==> src/hdl/hcio_pkg.sv <==
/*
  Shared constants and carrier types for the host command I/O control block.
  Assumes one synchronous system clock and a command bus whose lines are
  already sampled into this clock domain.
*/
package hcio_pkg;

  // Bus geometry.
  localparam int ADDR_W = 8;
  localparam int DATA_W = 16;
  localparam int WADDR_W = 4;
  localparam int BUFSEL_W = 3;
  localparam int CHADDR_W = 12;
  localparam int BUFADDR_W = 15;
  localparam int CSADDR_W = 12;

  // Hard-wired device address on the command bus; the value is arbitrary.
  localparam logic [ADDR_W-1:0] DEV_ADDR = 8'h5A;

  // Control command codes carried in the low byte of the data lines.
  localparam logic [7:0] CC_STATUS = 8'h01;
  localparam logic [7:0] CC_START = 8'h02;
  localparam logic [7:0] CC_STOP = 8'h03;
  localparam logic [7:0] CC_CLR_WADDR = 8'h04;
  localparam logic [7:0] CC_BUFSEL = 8'h05;

  // Field positions inside a buffer-select control word.
  localparam int BUFSEL_A_LSB = 8;
  localparam int BUFSEL_B_LSB = 11;

  // Values after reset.
  localparam logic [WADDR_W-1:0] WADDR_RST = 4'h0;
  localparam logic [BUFSEL_W-1:0] BUFSEL_RST = 3'h0;
  localparam logic [CSADDR_W-1:0] CS_START_ADDR = 12'h000;

  // Status word bit positions.
  localparam int ST_RUN = 0;
  localparam int ST_INT = 1;
  localparam int ST_WADDR_LSB = 4;
  localparam int ST_BUFA_LSB = 8;
  localparam int ST_BUFB_LSB = 11;

  // Command lines of the shared bus: 13 command lines; the 16 data lines are carried separately.
  typedef struct packed {
    logic present;
    logic [ADDR_W-1:0] addr;
    logic is_ctrl;
    logic is_data;
    logic is_input;
    logic cont;
  } hcio_cmd_t;

  // Answer driven back onto the shared bus.
  typedef struct packed {
    logic ack;
    logic reject;
    logic [DATA_W-1:0] data;
    logic data_oe_n;
  } hcio_rsp_t;

  typedef enum logic [1:0] {
    HS_IDLE,
    HS_BUSY
  } hcio_hs_t;

endpackage : hcio_pkg

==> src/hdl/hcio_top.sv <==
/*
  Command interpreter that links the arithmetic unit to the supervisory
  processor over the shared command bus. Assumes bus lines synchronous to
  CLK and a host that holds command-present until it has seen an answer.
*/

// Functional notes
// - Interrupt output comes straight from its own flip-flop, set by microinstruction bit.
// - Interrupt bit lets instruction finish, then sets flag and stops unit clocks.
// - Unit stays halted with interrupt raised; any own command clears the flag.
// - Bus data is driven only while answering a host command.
// - Thirteen command lines watched: eight address, one command-present, four type bits.
// - Command taken only with command-present high and own address matching.
// - One 16-bit status word, readable whether running or stopped.
// - Control-type command interprets data bits as control code and acts.
// - Data-type command writes or reads one 16-bit scratch word.
// - Scratch address increments after transfer only when continue bit is one.
// - The CC_CLR_WADDR control command clears the scratch address to zero.
// - Status request drives status on data lines and raises Acknowledge.
// - While running, any command other than status request or stop gets Reject, not executed.
// - Two 3-bit buffer selects, host-written only, prefix channel addresses.
// - Start clears control-store address to zero and resumes sequencer.
// - Interrupt field value 0 leaves request unchanged, value 1 raises it.
// - Host-commanded jump to zero is unconditional.
module hcio_top
  import hcio_pkg::*;
(
  input wire logic CLK, // System clock, 20 MHz.
  input wire logic RST_N, // Asynchronous reset, active low.
  input wire logic CE, // Clock enable; low freezes all state.
  input wire hcio_pkg::hcio_cmd_t CMD, // Command lines of the shared bus.
  input wire logic [hcio_pkg::DATA_W-1:0] BUS_DATA_IN, // Data lines as seen on the bus.
  output hcio_pkg::hcio_rsp_t RSP, // Answer onto the shared bus.
  output logic INTERRUPT, // Interrupt line to the host.
  input wire logic UI_VALID, // A microinstruction completes this cycle.
  input wire logic UI_INT_REQ, // Interrupt field of that microinstruction.
  input wire logic [hcio_pkg::CSADDR_W-1:0] SEQ_NEXT_ADDR, // Sequencer's chosen next address.
  output logic [hcio_pkg::CSADDR_W-1:0] CS_ADDR, // Control store address register.
  output logic UNIT_CLK_EN, // Clock enable for arith, address and sequencer sections.
  input wire logic [hcio_pkg::CHADDR_W-1:0] CHA_ADDR, // Channel A address register.
  input wire logic [hcio_pkg::CHADDR_W-1:0] CHB_ADDR, // Channel B address register.
  output logic [hcio_pkg::BUFADDR_W-1:0] BUF_ADDR_A, // Full buffer address, channel A.
  output logic [hcio_pkg::BUFADDR_W-1:0] BUF_ADDR_B, // Full buffer address, channel B.
  output logic [hcio_pkg::WADDR_W-1:0] WADDR, // Scratch store address register.
  output logic [hcio_pkg::DATA_W-1:0] STATUS // Status word.
);
  import hcio_pkg::*;

  hcio_hs_t hs, next_hs;
  logic running, next_running;
  logic int_flag, next_int_flag;
  logic [WADDR_W-1:0] waddr, next_waddr;
  logic [BUFSEL_W-1:0] bufsel_a, next_bufsel_a;
  logic [BUFSEL_W-1:0] bufsel_b, next_bufsel_b;
  logic [CSADDR_W-1:0] cs_addr, next_cs_addr;
  logic ack, next_ack;
  logic reject, next_reject;
  logic drive, next_drive;
  logic [DATA_W-1:0] rdata, next_rdata;
  logic ws_we;
  logic [DATA_W-1:0] ws_rdata;
  logic hit;
  logic [7:0] code;

  // Own address decode; the command is acted on once, on its first cycle.
  assign hit = CMD.present && (CMD.addr == DEV_ADDR);
  assign code = BUS_DATA_IN[7:0];

  // Status word collects run, interrupt, scratch address and buffer selects.
  always_comb begin
    STATUS = '0;
    STATUS[ST_RUN] = running;
    STATUS[ST_INT] = int_flag;
    STATUS[ST_WADDR_LSB +: WADDR_W] = waddr;
    STATUS[ST_BUFA_LSB +: BUFSEL_W] = bufsel_a;
    STATUS[ST_BUFB_LSB +: BUFSEL_W] = bufsel_b;
  end

  hcio_wstore u_wstore (
    .CLK(CLK),
    .CE(CE),
    .we(ws_we),
    .addr(waddr),
    .wdata(BUS_DATA_IN),
    .rdata(ws_rdata)
  );

  // Command interpreter and unit run control. An interrupt halt waits for the
  // completing instruction so its results are kept intact.
  always_comb begin
    next_hs = hs;
    next_running = running;
    next_int_flag = int_flag;
    next_waddr = waddr;
    next_bufsel_a = bufsel_a;
    next_bufsel_b = bufsel_b;
    next_cs_addr = cs_addr;
    next_ack = ack;
    next_reject = reject;
    next_drive = drive;
    next_rdata = rdata;
    ws_we = 1'b0;
    // Sequencer advances only while the unit clocks run.
    if (running && UI_VALID) begin
      next_cs_addr = SEQ_NEXT_ADDR;
      if (UI_INT_REQ) begin
        next_int_flag = 1'b1;
        next_running = 1'b0;
      end
    end
    unique case (hs)
      HS_IDLE: begin
        if (hit) begin
          next_hs = HS_BUSY;
          // A running unit keeps a halt request raised in this same cycle, so
          // the set wins; only a stopped unit has a flag for the command to clear.
          if (!running) begin
            next_int_flag = 1'b0;
          end
          if (CMD.is_ctrl && CMD.is_input) begin
            // Status may be read even while running.
            next_rdata = STATUS;
            next_drive = 1'b1;
            next_ack = 1'b1;
          end else if (running && !(CMD.is_ctrl && code == CC_STOP)) begin
            next_reject = 1'b1;
          end else if (CMD.is_ctrl) begin
            next_ack = 1'b1;
            unique case (code)
              CC_START: begin
                next_cs_addr = CS_START_ADDR;
                next_running = 1'b1;
              end
              CC_STOP: next_running = 1'b0;
              CC_CLR_WADDR: next_waddr = WADDR_RST;
              CC_BUFSEL: begin
                next_bufsel_a = BUS_DATA_IN[BUFSEL_A_LSB +: BUFSEL_W];
                next_bufsel_b = BUS_DATA_IN[BUFSEL_B_LSB +: BUFSEL_W];
              end
              default: next_ack = 1'b1;
            endcase
          end else if (CMD.is_data) begin
            next_ack = 1'b1;
            if (CMD.is_input) begin
              next_rdata = ws_rdata;
              next_drive = 1'b1;
            end else begin
              ws_we = 1'b1;
            end
            if (CMD.cont) begin
              next_waddr = waddr + 4'h1;
            end
          end else begin
            next_ack = 1'b1;
          end
        end
      end
      HS_BUSY: begin
        // Answers hold until the host withdraws command-present.
        if (!CMD.present) begin
          next_hs = HS_IDLE;
          next_ack = 1'b0;
          next_reject = 1'b0;
          next_drive = 1'b0;
        end
      end
    endcase
  end

  // State registers; CE low holds everything.
  always_ff @(posedge CLK or negedge RST_N) begin
    if (!RST_N) begin
      hs <= HS_IDLE;
      running <= 1'b0;
      int_flag <= 1'b0;
      waddr <= WADDR_RST;
      bufsel_a <= BUFSEL_RST;
      bufsel_b <= BUFSEL_RST;
      cs_addr <= CS_START_ADDR;
      ack <= 1'b0;
      reject <= 1'b0;
      drive <= 1'b0;
      rdata <= '0;
    end else if (CE) begin
      hs <= next_hs;
      running <= next_running;
      int_flag <= next_int_flag;
      waddr <= next_waddr;
      bufsel_a <= next_bufsel_a;
      bufsel_b <= next_bufsel_b;
      cs_addr <= next_cs_addr;
      ack <= next_ack;
      reject <= next_reject;
      drive <= next_drive;
      rdata <= next_rdata;
    end
  end

  // Bus answer and interrupt come straight from flip-flops; the data enable is active low.
  assign RSP.ack = ack;
  assign RSP.reject = reject;
  assign RSP.data = rdata;
  assign RSP.data_oe_n = !drive;
  assign INTERRUPT = int_flag;
  assign UNIT_CLK_EN = running && CE;
  assign CS_ADDR = cs_addr;
  assign WADDR = waddr;
  assign BUF_ADDR_A = {bufsel_a, CHA_ADDR};
  assign BUF_ADDR_B = {bufsel_b, CHB_ADDR};

  // Assertions.
  int_sets_halt_a: assert property (@(posedge CLK) disable iff (!RST_N)
    (CE && running && UI_VALID && UI_INT_REQ) |=> (INTERRUPT && !UNIT_CLK_EN))
    else $error("interrupt request did not halt the unit");

  int_hold_a: assert property (@(posedge CLK) disable iff (!RST_N)
    (INTERRUPT && !(CE && hs == HS_IDLE && hit)) |=> INTERRUPT)
    else $error("interrupt dropped without a command");

  int_clear_a: assert property (@(posedge CLK) disable iff (!RST_N)
    (CE && hs == HS_IDLE && hit && !running) |=> !INTERRUPT)
    else $error("own command did not clear interrupt");

  bus_drive_a: assert property (@(posedge CLK) disable iff (!RST_N)
    !RSP.data_oe_n |-> (hs == HS_BUSY))
    else $error("bus driven without a command");

  foreign_ignored_a: assert property (@(posedge CLK) disable iff (!RST_N)
    (CE && hs == HS_IDLE && !hit) |=> (!RSP.ack && !RSP.reject))
    else $error("answered a command not addressed here");

  status_ack_a: assert property (@(posedge CLK) disable iff (!RST_N)
    (CE && hs == HS_IDLE && hit && CMD.is_ctrl && CMD.is_input)
      |=> (RSP.ack && !RSP.data_oe_n && RSP.data == $past(STATUS)))
    else $error("status request not answered");

  busy_reject_a: assert property (@(posedge CLK) disable iff (!RST_N)
    (CE && hs == HS_IDLE && hit && running && !CMD.is_ctrl && CMD.is_data)
      |=> (RSP.reject && !RSP.ack && WADDR == $past(WADDR)))
    else $error("busy unit accepted a data command");

  cont_incr_a: assert property (@(posedge CLK) disable iff (!RST_N)
    (CE && hs == HS_IDLE && hit && !running && CMD.is_data && !CMD.is_ctrl)
      |=> (WADDR == $past(WADDR) + ($past(CMD.cont) ? 4'h1 : 4'h0)))
    else $error("scratch address step wrong");

  start_zero_a: assert property (@(posedge CLK) disable iff (!RST_N)
    (CE && hs == HS_IDLE && hit && !running && CMD.is_ctrl && !CMD.is_input
      && code == CC_START) |=> (CS_ADDR == CS_START_ADDR && UNIT_CLK_EN || !CE))
    else $error("start did not restart at zero");

  answer_hold_a: assert property (@(posedge CLK) disable iff (!RST_N)
    (RSP.ack && CMD.present) |=> RSP.ack)
    else $error("acknowledge dropped early");

  ctrl_ack_a: assert property (@(posedge CLK) disable iff (!RST_N)
    (CE && hs == HS_IDLE && hit && !running && CMD.is_ctrl && !CMD.is_input)
      |=> (RSP.ack && !RSP.reject && RSP.data_oe_n))
    else $error("control command not acknowledged");

  data_write_a: assert property (@(posedge CLK) disable iff (!RST_N)
    (CE && hs == HS_IDLE && hit && !running && !CMD.is_ctrl && CMD.is_data && !CMD.is_input)
      |=> (RSP.ack && !RSP.reject && RSP.data_oe_n))
    else $error("data write not acknowledged");

  data_read_a: assert property (@(posedge CLK) disable iff (!RST_N)
    (CE && hs == HS_IDLE && hit && !running && !CMD.is_ctrl && CMD.is_data && CMD.is_input)
      |=> (RSP.ack && !RSP.data_oe_n && RSP.data == $past(ws_rdata)))
    else $error("data read not answered with the stored word");

  clear_waddr_a: assert property (@(posedge CLK) disable iff (!RST_N)
    (CE && hs == HS_IDLE && hit && !running && CMD.is_ctrl && !CMD.is_input
      && code == CC_CLR_WADDR) |=> (WADDR == WADDR_RST))
    else $error("scratch address not cleared");

  bufsel_load_a: assert property (@(posedge CLK) disable iff (!RST_N)
    (CE && hs == HS_IDLE && hit && !running && CMD.is_ctrl && !CMD.is_input
      && code == CC_BUFSEL) |=> (bufsel_a == 3'($past(BUS_DATA_IN) >> BUFSEL_A_LSB)
      && bufsel_b == 3'($past(BUS_DATA_IN) >> BUFSEL_B_LSB)))
    else $error("buffer selects not loaded");

  bufsel_hold_a: assert property (@(posedge CLK) disable iff (!RST_N)
    !(CE && hs == HS_IDLE && hit && !running && CMD.is_ctrl && !CMD.is_input
      && code == CC_BUFSEL) |=> ($stable(bufsel_a) && $stable(bufsel_b)))
    else $error("buffer selects changed without a command");

  int_low_a: assert property (@(posedge CLK) disable iff (!RST_N)
    (CE && running && UI_VALID && !UI_INT_REQ && !INTERRUPT) |=> !INTERRUPT)
    else $error("interrupt raised by a clear interrupt field");

  waddr_wrap_a: assert property (@(posedge CLK) disable iff (!RST_N)
    (CE && hs == HS_IDLE && hit && !running && !CMD.is_ctrl && CMD.is_data && CMD.cont
      && WADDR == 4'hF) |=> (WADDR == 4'h0))
    else $error("scratch address did not wrap to zero");

  reject_hold_a: assert property (@(posedge CLK) disable iff (!RST_N)
    (RSP.reject && CMD.present) |=> RSP.reject)
    else $error("reject dropped early");

  halt_stays_a: assert property (@(posedge CLK) disable iff (!RST_N)
    INTERRUPT |-> !UNIT_CLK_EN)
    else $error("unit clocks run while interrupted");

endmodule : hcio_top

==> src/hdl/hcio_wstore.sv <==
/*
  Scratch store of sixteen 16-bit words with one shared address.
  Assumes a write port from the bus side and an asynchronous read.
*/
module hcio_wstore
  import hcio_pkg::*;
(
  input wire logic CLK, // System clock.
  input wire logic CE, // Clock enable.
  input wire logic we, // Write strobe.
  input wire logic [hcio_pkg::WADDR_W-1:0] addr, // Word address.
  input wire logic [hcio_pkg::DATA_W-1:0] wdata, // Write data.
  output logic [hcio_pkg::DATA_W-1:0] rdata // Read data.
);

  logic [DATA_W-1:0] mem [0:(1<<WADDR_W)-1];

  // The store holds no reset; software loads it before use.
  always_ff @(posedge CLK) begin
    if (CE && we) begin
      mem[addr] <= wdata;
    end
  end

  assign rdata = mem[addr];

endmodule : hcio_wstore

==> config.mk <==
export PLATFORM = sky130hd
export DESIGN_NAME = hcio_top
export DESIGN_NICKNAME = d
export VERILOG_FILES = /design/src/hdl/hcio_pkg.sv /design/src/hdl/hcio_top.sv /design/src/hdl/hcio_wstore.sv
export SDC_FILE = /design/constraint.sdc
export NUM_CORES = 1
export LEC_CHECK = 0
export CAP_MARGIN = 20
export CORE_MARGIN = 3
export CORE_UTILIZATION = 30
export DETAILED_ROUTE_END_ITERATION = 10
export DONT_BUFFER_PORTS = 1
export SKIP_LAST_GASP = 1
export SLEW_MARGIN = 10
export SYNTH_ARGS = -nofsm -noshare
export SYNTH_HDL_FRONTEND = slang
export SYNTH_SLANG_ARGS = --single-unit
==> constraint.sdc <==
create_clock -name CLK -period 2.41 [get_ports CLK]
set_input_delay 0.482 -clock CLK [delete_from_list [all_inputs] [get_ports CLK]]
set_output_delay 0.482 -clock CLK [all_outputs]
set_load 0.02 [all_outputs]
Word-level counts from Yosys, hierarchy flattened. Memory sizes are Yosys's and may differ from the RTL's. Cells that the tools add are included.

Add/subtract/negate cells: 1. Equality and inequality tests: 17. Multiplexer cells: 57. Bitwise logic cells: 2. Reduce and logical (&&, ||, !) cells: 21.

Operator list (count): $mux 12 (7); $mux 16 (5); $mux 1 (34); $reduce_and 7->1 (3); $eq 8x2->1 const B (2); $eq 8x3->1 const B (2); $mux 4 (4); $ne 3x3->1 const B (4); $ne 2x2->1 const B (5); $eq 8x7->1 const B (1); $pmux 1 s2 (4); $reduce_and 8->1 (1); $reduce_bool 2->1 (4); $logic_and 1x1->1 (7); $reduce_and 5->1 (1); $add 4x1->4 const B (1); $mux 2 (2); $ne 2x1->1 const B (2); $pmux 2 s2 (1); $reduce_and 4->1 (1); $reduce_and 3->1 (1); $eq 2x1->1 const B (1); $logic_not 1->1 (2); $logic_not 2->1 (1); $not 1->1 (2).

Register bits: 45. Memory bits (writable): 256. Input bits: 70. Output and inout port bits: 83. Word-level logic and storage cells: 110. Memories kept: 1.

Memory list: u_wstore.mem (depth 16, width 16, read ports 1, clocked after memory_dff 0, wr ports 1, line hcio_wstore.sv:16) `logic [DATA_W-1:0] mem [0:(1<<WADDR_W)-1];`.

Logic depth before layout (Yosys ltp). Gate-level depths: netlist (run 1).

Word-level depth: 11. Depth in mapped cells: 8. Mapped depth without buffers: 5.

Modules after synthesis. Synthesis (run 1) repeated with hierarchy kept, for this count alone.

Cell total of the unflattened synthesis: 648. Area, all modules: 12119.1 um^2.

Modules (own cells, without submodules): hcio_wstore (times used 1, cells each 421, area each 9766.9 um^2); hcio_top (times used 1, cells each 227, area each 2352.3 um^2).

Least setup slack after synthesis (run 1). OpenSTA, ideal clock, no wires.

Kind: input to register. Start point: input CMD[6] (netlist name). End point: memory u_wstore.mem[4][0], enable pin. Library setup time: 0.388 ns. Arrival time: 2.234 ns. Data required time: 2.022 ns. Slack: -0.212 ns. Stages on the path: 5. Cell sequence: and4bb_2 -> nand4_2 -> nor4_2 -> nand2_1 -> nor2_1.

Cells in the longest elaborated chain, start to end: 7.

Ends and longest elaborated chain: start, declared (line hcio_top.sv:31) `input wire hcio_pkg::hcio_cmd_t CMD,`; $eq 8x7->1 (line hcio_top.sv:66) `assign hit = CMD.present && (CMD.addr == DEV_ADDR);`; $logic_and 1x1->1 (line hcio_top.sv:66); $mux 1 (line hcio_top.sv:113) `if (hit) begin`; $mux 1 (line hcio_top.sv:111) `unique case (hs)`; $logic_and 1x1->1 (line hcio_wstore.sv:20) `if (CE && we) begin`; $mux 1 (line hcio_wstore.sv:20); $mux 1 (not written as such) (line hcio_wstore.sv:21) `mem[addr] <= wdata;`; end, declared (line hcio_wstore.sv:16).

No other way between the ends.

Worst setup path after layout (run 1).
Start point: register waddr[1] (netlist: WADDR[1]). End point: memory u_wstore.mem[9][4], enable pin.

RTL lines: start, declared (line hcio_top.sv:52) `logic [WADDR_W-1:0] waddr, next_waddr;`; start signal, assigned (line hcio_top.sv:188) `waddr <= next_waddr;`.

Straight into the memory's write port.

==> run metrics, run 1 <==
status=completed; Critical R2R Capture=u_wstore.mem[9][4]; max layer used=met4; min cycle time layout=~2.2 ns; Worst-Skew Late Latency=0.56 ns; drt initial violations=around 690; Seq pwr share=0.539; final core occ=0.358; Clk pwr share=0.437; Tcrit/Tclk final=0.904; Rows=between 70 and 80; Vias=between 6000 and 7000; pwr dens=about 760 nW/µm²; Detail Placement HPWL=approximately 19000 µm; # setup viols final=0; slowest CP cell=dfrtp_2; CP endpoint kind=flop; PnR worst setup slack=between 0.2 and 0.25 ns; FF-to-FF Start=WADDR[1]; area of the multi-input gates=approximately 2900 µm²; met3 routed WL=between 2000 and 2500 µm; CP Launch Type=flop; register area=8790 µm²; Comb pwr share=0.023; Num CTS Buffers=31; share of cells above drive strength 1=0.241; synthesized netlist cell count=670; CP Max Fanout=16; actual slew at the worst max-slew pin=around 0.6 ns; Synth-to-Final Area Change=16.9%; Leak=0.00499 µW; die area=43200 µm²; f_max=between 400 and 500 MHz; Critical Path AT=approximately 2.5 ns; Via density=5.01; first-pass GRT wire length=42600 µm; clk buf depth=3; DR pass1 iterations=4; Crit. Startpoint=WADDR[1]; CTS H-Tree Depth=1; final net count=between 700 and 800; CTS tree=yes; Switching Power=2180 µW; Final Slew Violations=0; pre-CTS WS=between 0.15 and 0.2 ns; Worst Path Class, Setup=flop to flop; clk sinks=300; GRT Resource Usage Total=0.128; Slew headroom=0.595; Die Wd=208 µm; Worst VDD drop=between 0.0005 and 0.0006 V; Clock transition at path regs=0.06 ns; clock skew=about 0.018 ns; drt wl/cell=approximately 23 µm; I/O Pins=about 150; post-route ant nets=0; root buffer cell=clkbuf_16; Req. time, crit path=~2.7 ns; ys flop type=edfxtp_1; CP peak stage delay=between 0.6 and 0.7 ns; via count of the first global-routing pass=approximately 6400; DRC viols=0; Final Hold Violating Endpoints=0; core area=approximately 40000 µm²; Yosys cell types=53; Critical Path Sink=u_wstore.mem[9][4]; pin count of the biggest net entering global routing=45; Mean Syn Cell Area=between 15 and 20 µm²; R2R depth=5; Worst Hold Class=primary input to flop; Fill cells=approximately 3700; initial antenna violation count=1; port bufs=0; flop2flop setup slack=about 0.23 ns; YS warnings=0; total grt overflow=0; Initial Util=0.306; register area share after synthesis=0.718; EDFF count, synth=256; GPL Wtd Cong=about 0.77; asr flop ratio synth=0.147; Max-Cap Viols=0; crit-path cells=clkinv_1 -> ha_1 -> nand2_1 -> nor2_1 -> buf_12; RSZ-0062 raised after global routing=false; Routed WL=between 20000 and 30000 µm; P_int=~8700 µW; Sw Share=0.201; routed length on met2=~13000 µm; wire length on met1=~13000 µm; die height=208 µm; synthesized cell area=12200 µm²; Yosys reg bits=300
worst max-delay path: cells and delay by family, from the launching register on:
kind	cells	cell delay, ns
buffers and inverters	2	0.61
adder cells (fa/ha/maj)	1	0.33
flip-flops	1	0.68
AND/OR/NAND/NOR	2	0.32
worst min path at each step:
stage / endpoint / start / cells past startpoint / slack, ns
finish: WADDR[3] / CMD[3] / 1 / 0.03
floorplan: CS_ADDR[0] / RST_N / 0 / 0.19
detailed placement: CS_ADDR[1] / RST_N / 0 / 0.19
CTS: u_wstore.mem[3][14] / BUS_DATA_IN[14] / 0 / 0.0007
global placement: CS_ADDR[6] / RST_N / 0 / 0.19
global route: u_wstore.mem[0][9] / BUS_DATA_IN[9] / 0 / 0.00006
metrics by stage:
| stage | std cells | cell area, µm² | setup TNS, ns | hold slack (ns) | total power, µW |
|---|---|---|---|---|---|
| finish | 1253 | 14300 | 0 | 0.0271 | 10900 |
| global route | 1252 | 14300 | 0 | 0.0000592 | 11300 |
| CTS | 1233 | 14100 | 0 | 0.000721 | 10900 |
| detailed placement | 1168 | 13000 | 0 | 0.187 | 6120 |
| global placement | 1168 | 13000 | 0 | 0.187 | 6120 |
| floorplan | 673 | 12200 | -52.44 | 0.186 | 6150 |
cell usage after synthesis, types with 2 or more instances:
master | instances | area (µm²)
edfxtp_1 | 256 | 7690
buf_4 | 46 | 345
mux4_2 | 46 | 1040
dfrtp_1 | 44 | 1100
nor2_1 | 38 | 143
nand2_1 | 29 | 109
a22o_1 | 21 | 184
mux2_2 | 15 | 169
clkbuf_1 | 14 | 52.6
a22oi_1 | 12 | 90.1
mux2i_1 | 12 | 120
a21oi_1 | 11 | 55.1
mux4_1 | 10 | 263
o21ai_0 | 9 | 45.0
a211oi_1 | 8 | 60.1
nand3_1 | 8 | 40.0
nor2b_1 | 8 | 50.1
o211ai_1 | 8 | 60.1
o31ai_1 | 8 | 60.1
buf_2 | 7 | 35.0
inv_1 | 6 | 22.5
buf_6 | 5 | 56.3
and2_1 | 4 | 25.0
ha_1 | 4 | 50.1
nand2b_1 | 4 | 25.0
buf_12 | 3 | 60.1
nand4_1 | 3 | 18.8
a31oi_1 | 2 | 12.5
and3_1 | 2 | 12.5
and4bb_2 | 2 | 25.0
nand4_2 | 2 | 25.0
nor3b_1 | 2 | 15.0
per-layer routing:
| layer | vias up | global-route usage |
|---|---|---|
| li1 | 2706 | - |
| met1 | 3257 | 0.179 |
| met2 | 257 | 0.196 |
| met3 | 60 | 0.0332 |
| met4 | 0 | 0.0407 |
| met5 | - | 0 |
flip-flops by register name (all words and copies together), names as in the netlist, 3 cells and up:
register      count
rdata            16
bufsel_b          3
CS_ADDR          12
bufsel_a          3
u_wstore.mem    256
WADDR             4
power by group through the flow:
stage	registers (µW)	logic, µW	clock network, µW
floorplan	5950	202	0
global placement	5970	146	0
detailed placement	5970	149	0
CTS	5860	189	4850
global route	5870	281	5110
finish	5860	253	4750
cells in the final DEF, fill, tap and decap left out, types with 3 or more instances in the layout:
master / Yosys / layout
nor2b_1: 8 / 8
nor2_1: 38 / 26
nand3_1: 8 / 8
mux4_1: 10 / 10
bufinv_16: 0 / 4
nand2b_1: 4 / 4
buf_4: 46 / 25
mux4_2: 46 / 46
a211oi_1: 8 / 8
o21ai_0: 9 / 9
dfrtp_1: 44 / 42
clkinv_1: 1 / 7
a21oi_1: 11 / 11
nor2_2: 0 / 12
buf_12: 3 / 20
dlygate4sd3_1: 0 / 27
clkinv_2: 0 / 3
clkbuf_16: 0 / 31
inv_1: 6 / 6
nand4_1: 3 / 3
nand2_1: 29 / 29
conb_1: 1 / 4
mux2_2: 15 / 15
mux2i_1: 12 / 12
ha_1: 4 / 4
edfxtp_1: 256 / 256
and2_1: 4 / 4
a22o_1: 21 / 21
a22oi_1: 12 / 12
o31ai_1: 8 / 8
clkbuf_1: 14 / 5
clkbuf_8: 0 / 3
o211ai_1: 8 / 8
kinds of logic (layout without fill, tap and decap cells):
logic type | after synthesis | after routing | share of synthesized area
adders and majority gates | 4 | 4 | 0.00409
buffers and inverters | 82 | 136 | 0.0470
AOI/OAI and AO/OA | 88 | 88 | 0.0526
and+or+nand+nor | 112 | 112 | 0.0479
DFF | 300 | 300 | 0.718
muxes | 83 | 83 | 0.130
other | 1 | 5 | 0.000307
cell type report:
class / instances / share of cell area
clock inverter: 17 / 0.0133
multi-input combinational: 291 / 0.204
inverter: 7 / 0.00184
timing repair buffer: 73 / 0.0619
sequential: 300 / 0.615
tap: 525 / 0.0459
clock buffer: 39 / 0.0584
antenna: 1 / 0.000175
timing repair:
| action | 4_1_cts | 5_1_grt |
|---|---|---|
| buffers inserted | 0 | 0 |
| endpoints found under the hold margin | 56 | 112 |
| hold buffers | 9 | 19 |
| gates resized for setup | 0 | 0 |
Note: power is estimated with default switching activity, not from simulation.
==> inputs of run 2 (changes only) <==
==> constraint.sdc (replaced) <==
create_clock -name CLK -period 2.8 [get_ports CLK]
set_input_delay 0.56 -clock CLK [delete_from_list [all_inputs] [get_ports CLK]]
set_output_delay 0.56 -clock CLK [all_outputs]
set_load 0.02 [all_outputs]
==> run 2 against run 1 <==
Non-clock buffer count decreased by 33. Final cell count decreased by 2.6%. Routed wire length increased by 4.2%. Clock skew decreased by 0.0066 ns. Clock-buffer cell count increased by 1.
==> run metrics, run 2 (synthesized netlist as in run 1, its figures left out) <==
hold_buf cts=2; clock skew=0.0117 ns; Via density=approximately 5.1; share of cells above drive strength 1=0.236; drt initial violations=slightly above 500; commonest non-fill, non-tap cells in the layout=edfxtp_1, mux4_2, dfrtp_1; Worst VDD drop=0.000470 V; Max-Cap Viols=0; DR pass1 iterations=5; Rows=73; port bufs=0; Tcrit/Tclk final=0.827; final instance area=~14000 µm²; Clock transition at path regs=0.06 ns; die area=approximately 43000 µm²; Initial Util=0.306; most common cell after layout, fill and taps aside=edfxtp_1; CP Max Fanout=39; slowest CP cell=mux4_2; total grt overflow=0; Biggest register=u_wstore.mem; die height=between 200 and 250 µm; core area=roughly 40000 µm²; min cycle time layout=around 2.3 ns; Slew headroom=0.645; # diodes=0; # setup viols final=0; Final Hold Violating Endpoints=0; GPL Wtd Cong=just under 0.8; initial antenna violation count=1; Setup Buffers After CTS=0; max reg flops=around 260; Synth-to-Final Area Change=13.8%; status=completed; Critical Path AT=between 2 and 3 ns; quantity of gates resized following cts=0; first-pass GRT wire length=approximately 45000 µm; DRC viols=0; I/O Pins=around 150; clk sinks=300; Leak=approximately 0.0048 µW; CTS tree=yes; Routed WL=about 31000 µm; actual slew at the worst max-slew pin=around 0.53 ns; Worst Hold Class=primary input to flop; CP peak stage delay=roughly 0.58 ns; post-route ant nets=0; drt wl/cell=between 20 and 30 µm; root buffer cell=clkbuf_16; clk buf depth=3; CTS H-Tree Depth=1; placed cell area=roughly 13000 µm²; f_max=432 MHz; Num CTS Buffers=31; Final Slew Violations=0; RSZ-0062 raised after global routing=false; GRT Resource Usage Total=0.139; Req. time, crit path=3.24 ns; Worst-Skew Late Latency=0.56 ns; CP most frequent cell=a21oi_1; Vias=6165; Worst Path Class, Setup=flop to flop; CP Launch Type=flop; via count of the first global-routing pass=~6400; CP endpoint kind=flop; Die Wd=208 µm; pin count of the biggest net entering global routing=45; crit-path cells=buf_12 -> mux4_2 -> a22oi_1 -> a21oi_1 -> a21oi_1 -> a21oi_1; Detail Placement HPWL=~20000 µm; pwr dens=about 650 nW/µm²; final net count=745; setup_tns=0 ns
## run 2: cell count changes in the layout (fill, tap and decap cells not counted), sizes merged
| cell | before | now |
|---|---|---|
| clkinvlp | 2 | 0 |
| dlygate4sd3 | 27 | 1 |
| buf | 46 | 39 |
| clkinv | 11 | 15 |
| bufinv | 4 | 2 |
| clkbuf | 39 | 40 |
| diode | 1 | 0 |
## run 2: per-stage QoR
step           setup slack (ns)  power, µW   util  hold WS, ns  cells
2_1_floorplan            0.0997       5290      -        0.264    673
3_3_place_gp              0.479       5270  0.323        0.265   1161
3_5_place_dp              0.451       5270  0.323        0.265   1161
4_1_cts                   0.472       9190  0.348       0.0774   1220
5_1_grt                   0.361       9390  0.348       0.0721   1220
6_report                  0.484       9110  0.348       0.0970   1220
## run 2: final cells by class
type / count / area (µm²)
repair buffers: 40 / 573
multi-input cells: 291 / 2910
clock buffers: 40 / 840
inverters: 7 / 26.3
fillers: 3771 / 26100
clock inverters: 17 / 126
well taps: 525 / 657
flip-flops and latches: 300 / 8790
## run 2: per-layer routing
layer | share of wire | vias up | global-route usage | wire length, µm
li1 | - | 2640 | - | -
met1 | 0.41 | 3205 | 0.182 | 12400
met2 | 0.48 | 252 | 0.224 | 14600
met3 | 0.076 | 68 | 0.0344 | 2310
met4 | 0.039 | 0 | 0.0521 | 1200
met5 | 0 | - | 0 | 0
## run 2: final timing paths
path,from,end,slack [ns],depth (start not counted)
min,BUS_DATA_IN[1],u_wstore.mem[6][1],0.1,0
min reg2reg,hs[0],hs[0],0.58,2
min in group asynchronous,RST_N,rdata[15],0.61,2
max in group asynchronous,RST_N,WADDR[1],1.96,2
max reg2reg,WADDR[0],rdata[9],0.48,6
max,WADDR[0],rdata[9],0.48,6
## run 2: critical path, delay by kind of cell, from the launching register on
kind,cells,cell delay (ns)
buf+inv,1,0.32
flops,1,0.54
mux,1,0.58
compound gates,4,0.73
## run 2: where the power goes
group | switching, µW | internal, µW
registers | 130 | 4920
logic | 85.5 | 68.9
clock network | 1630 | 2280
total | 1850 | 7260
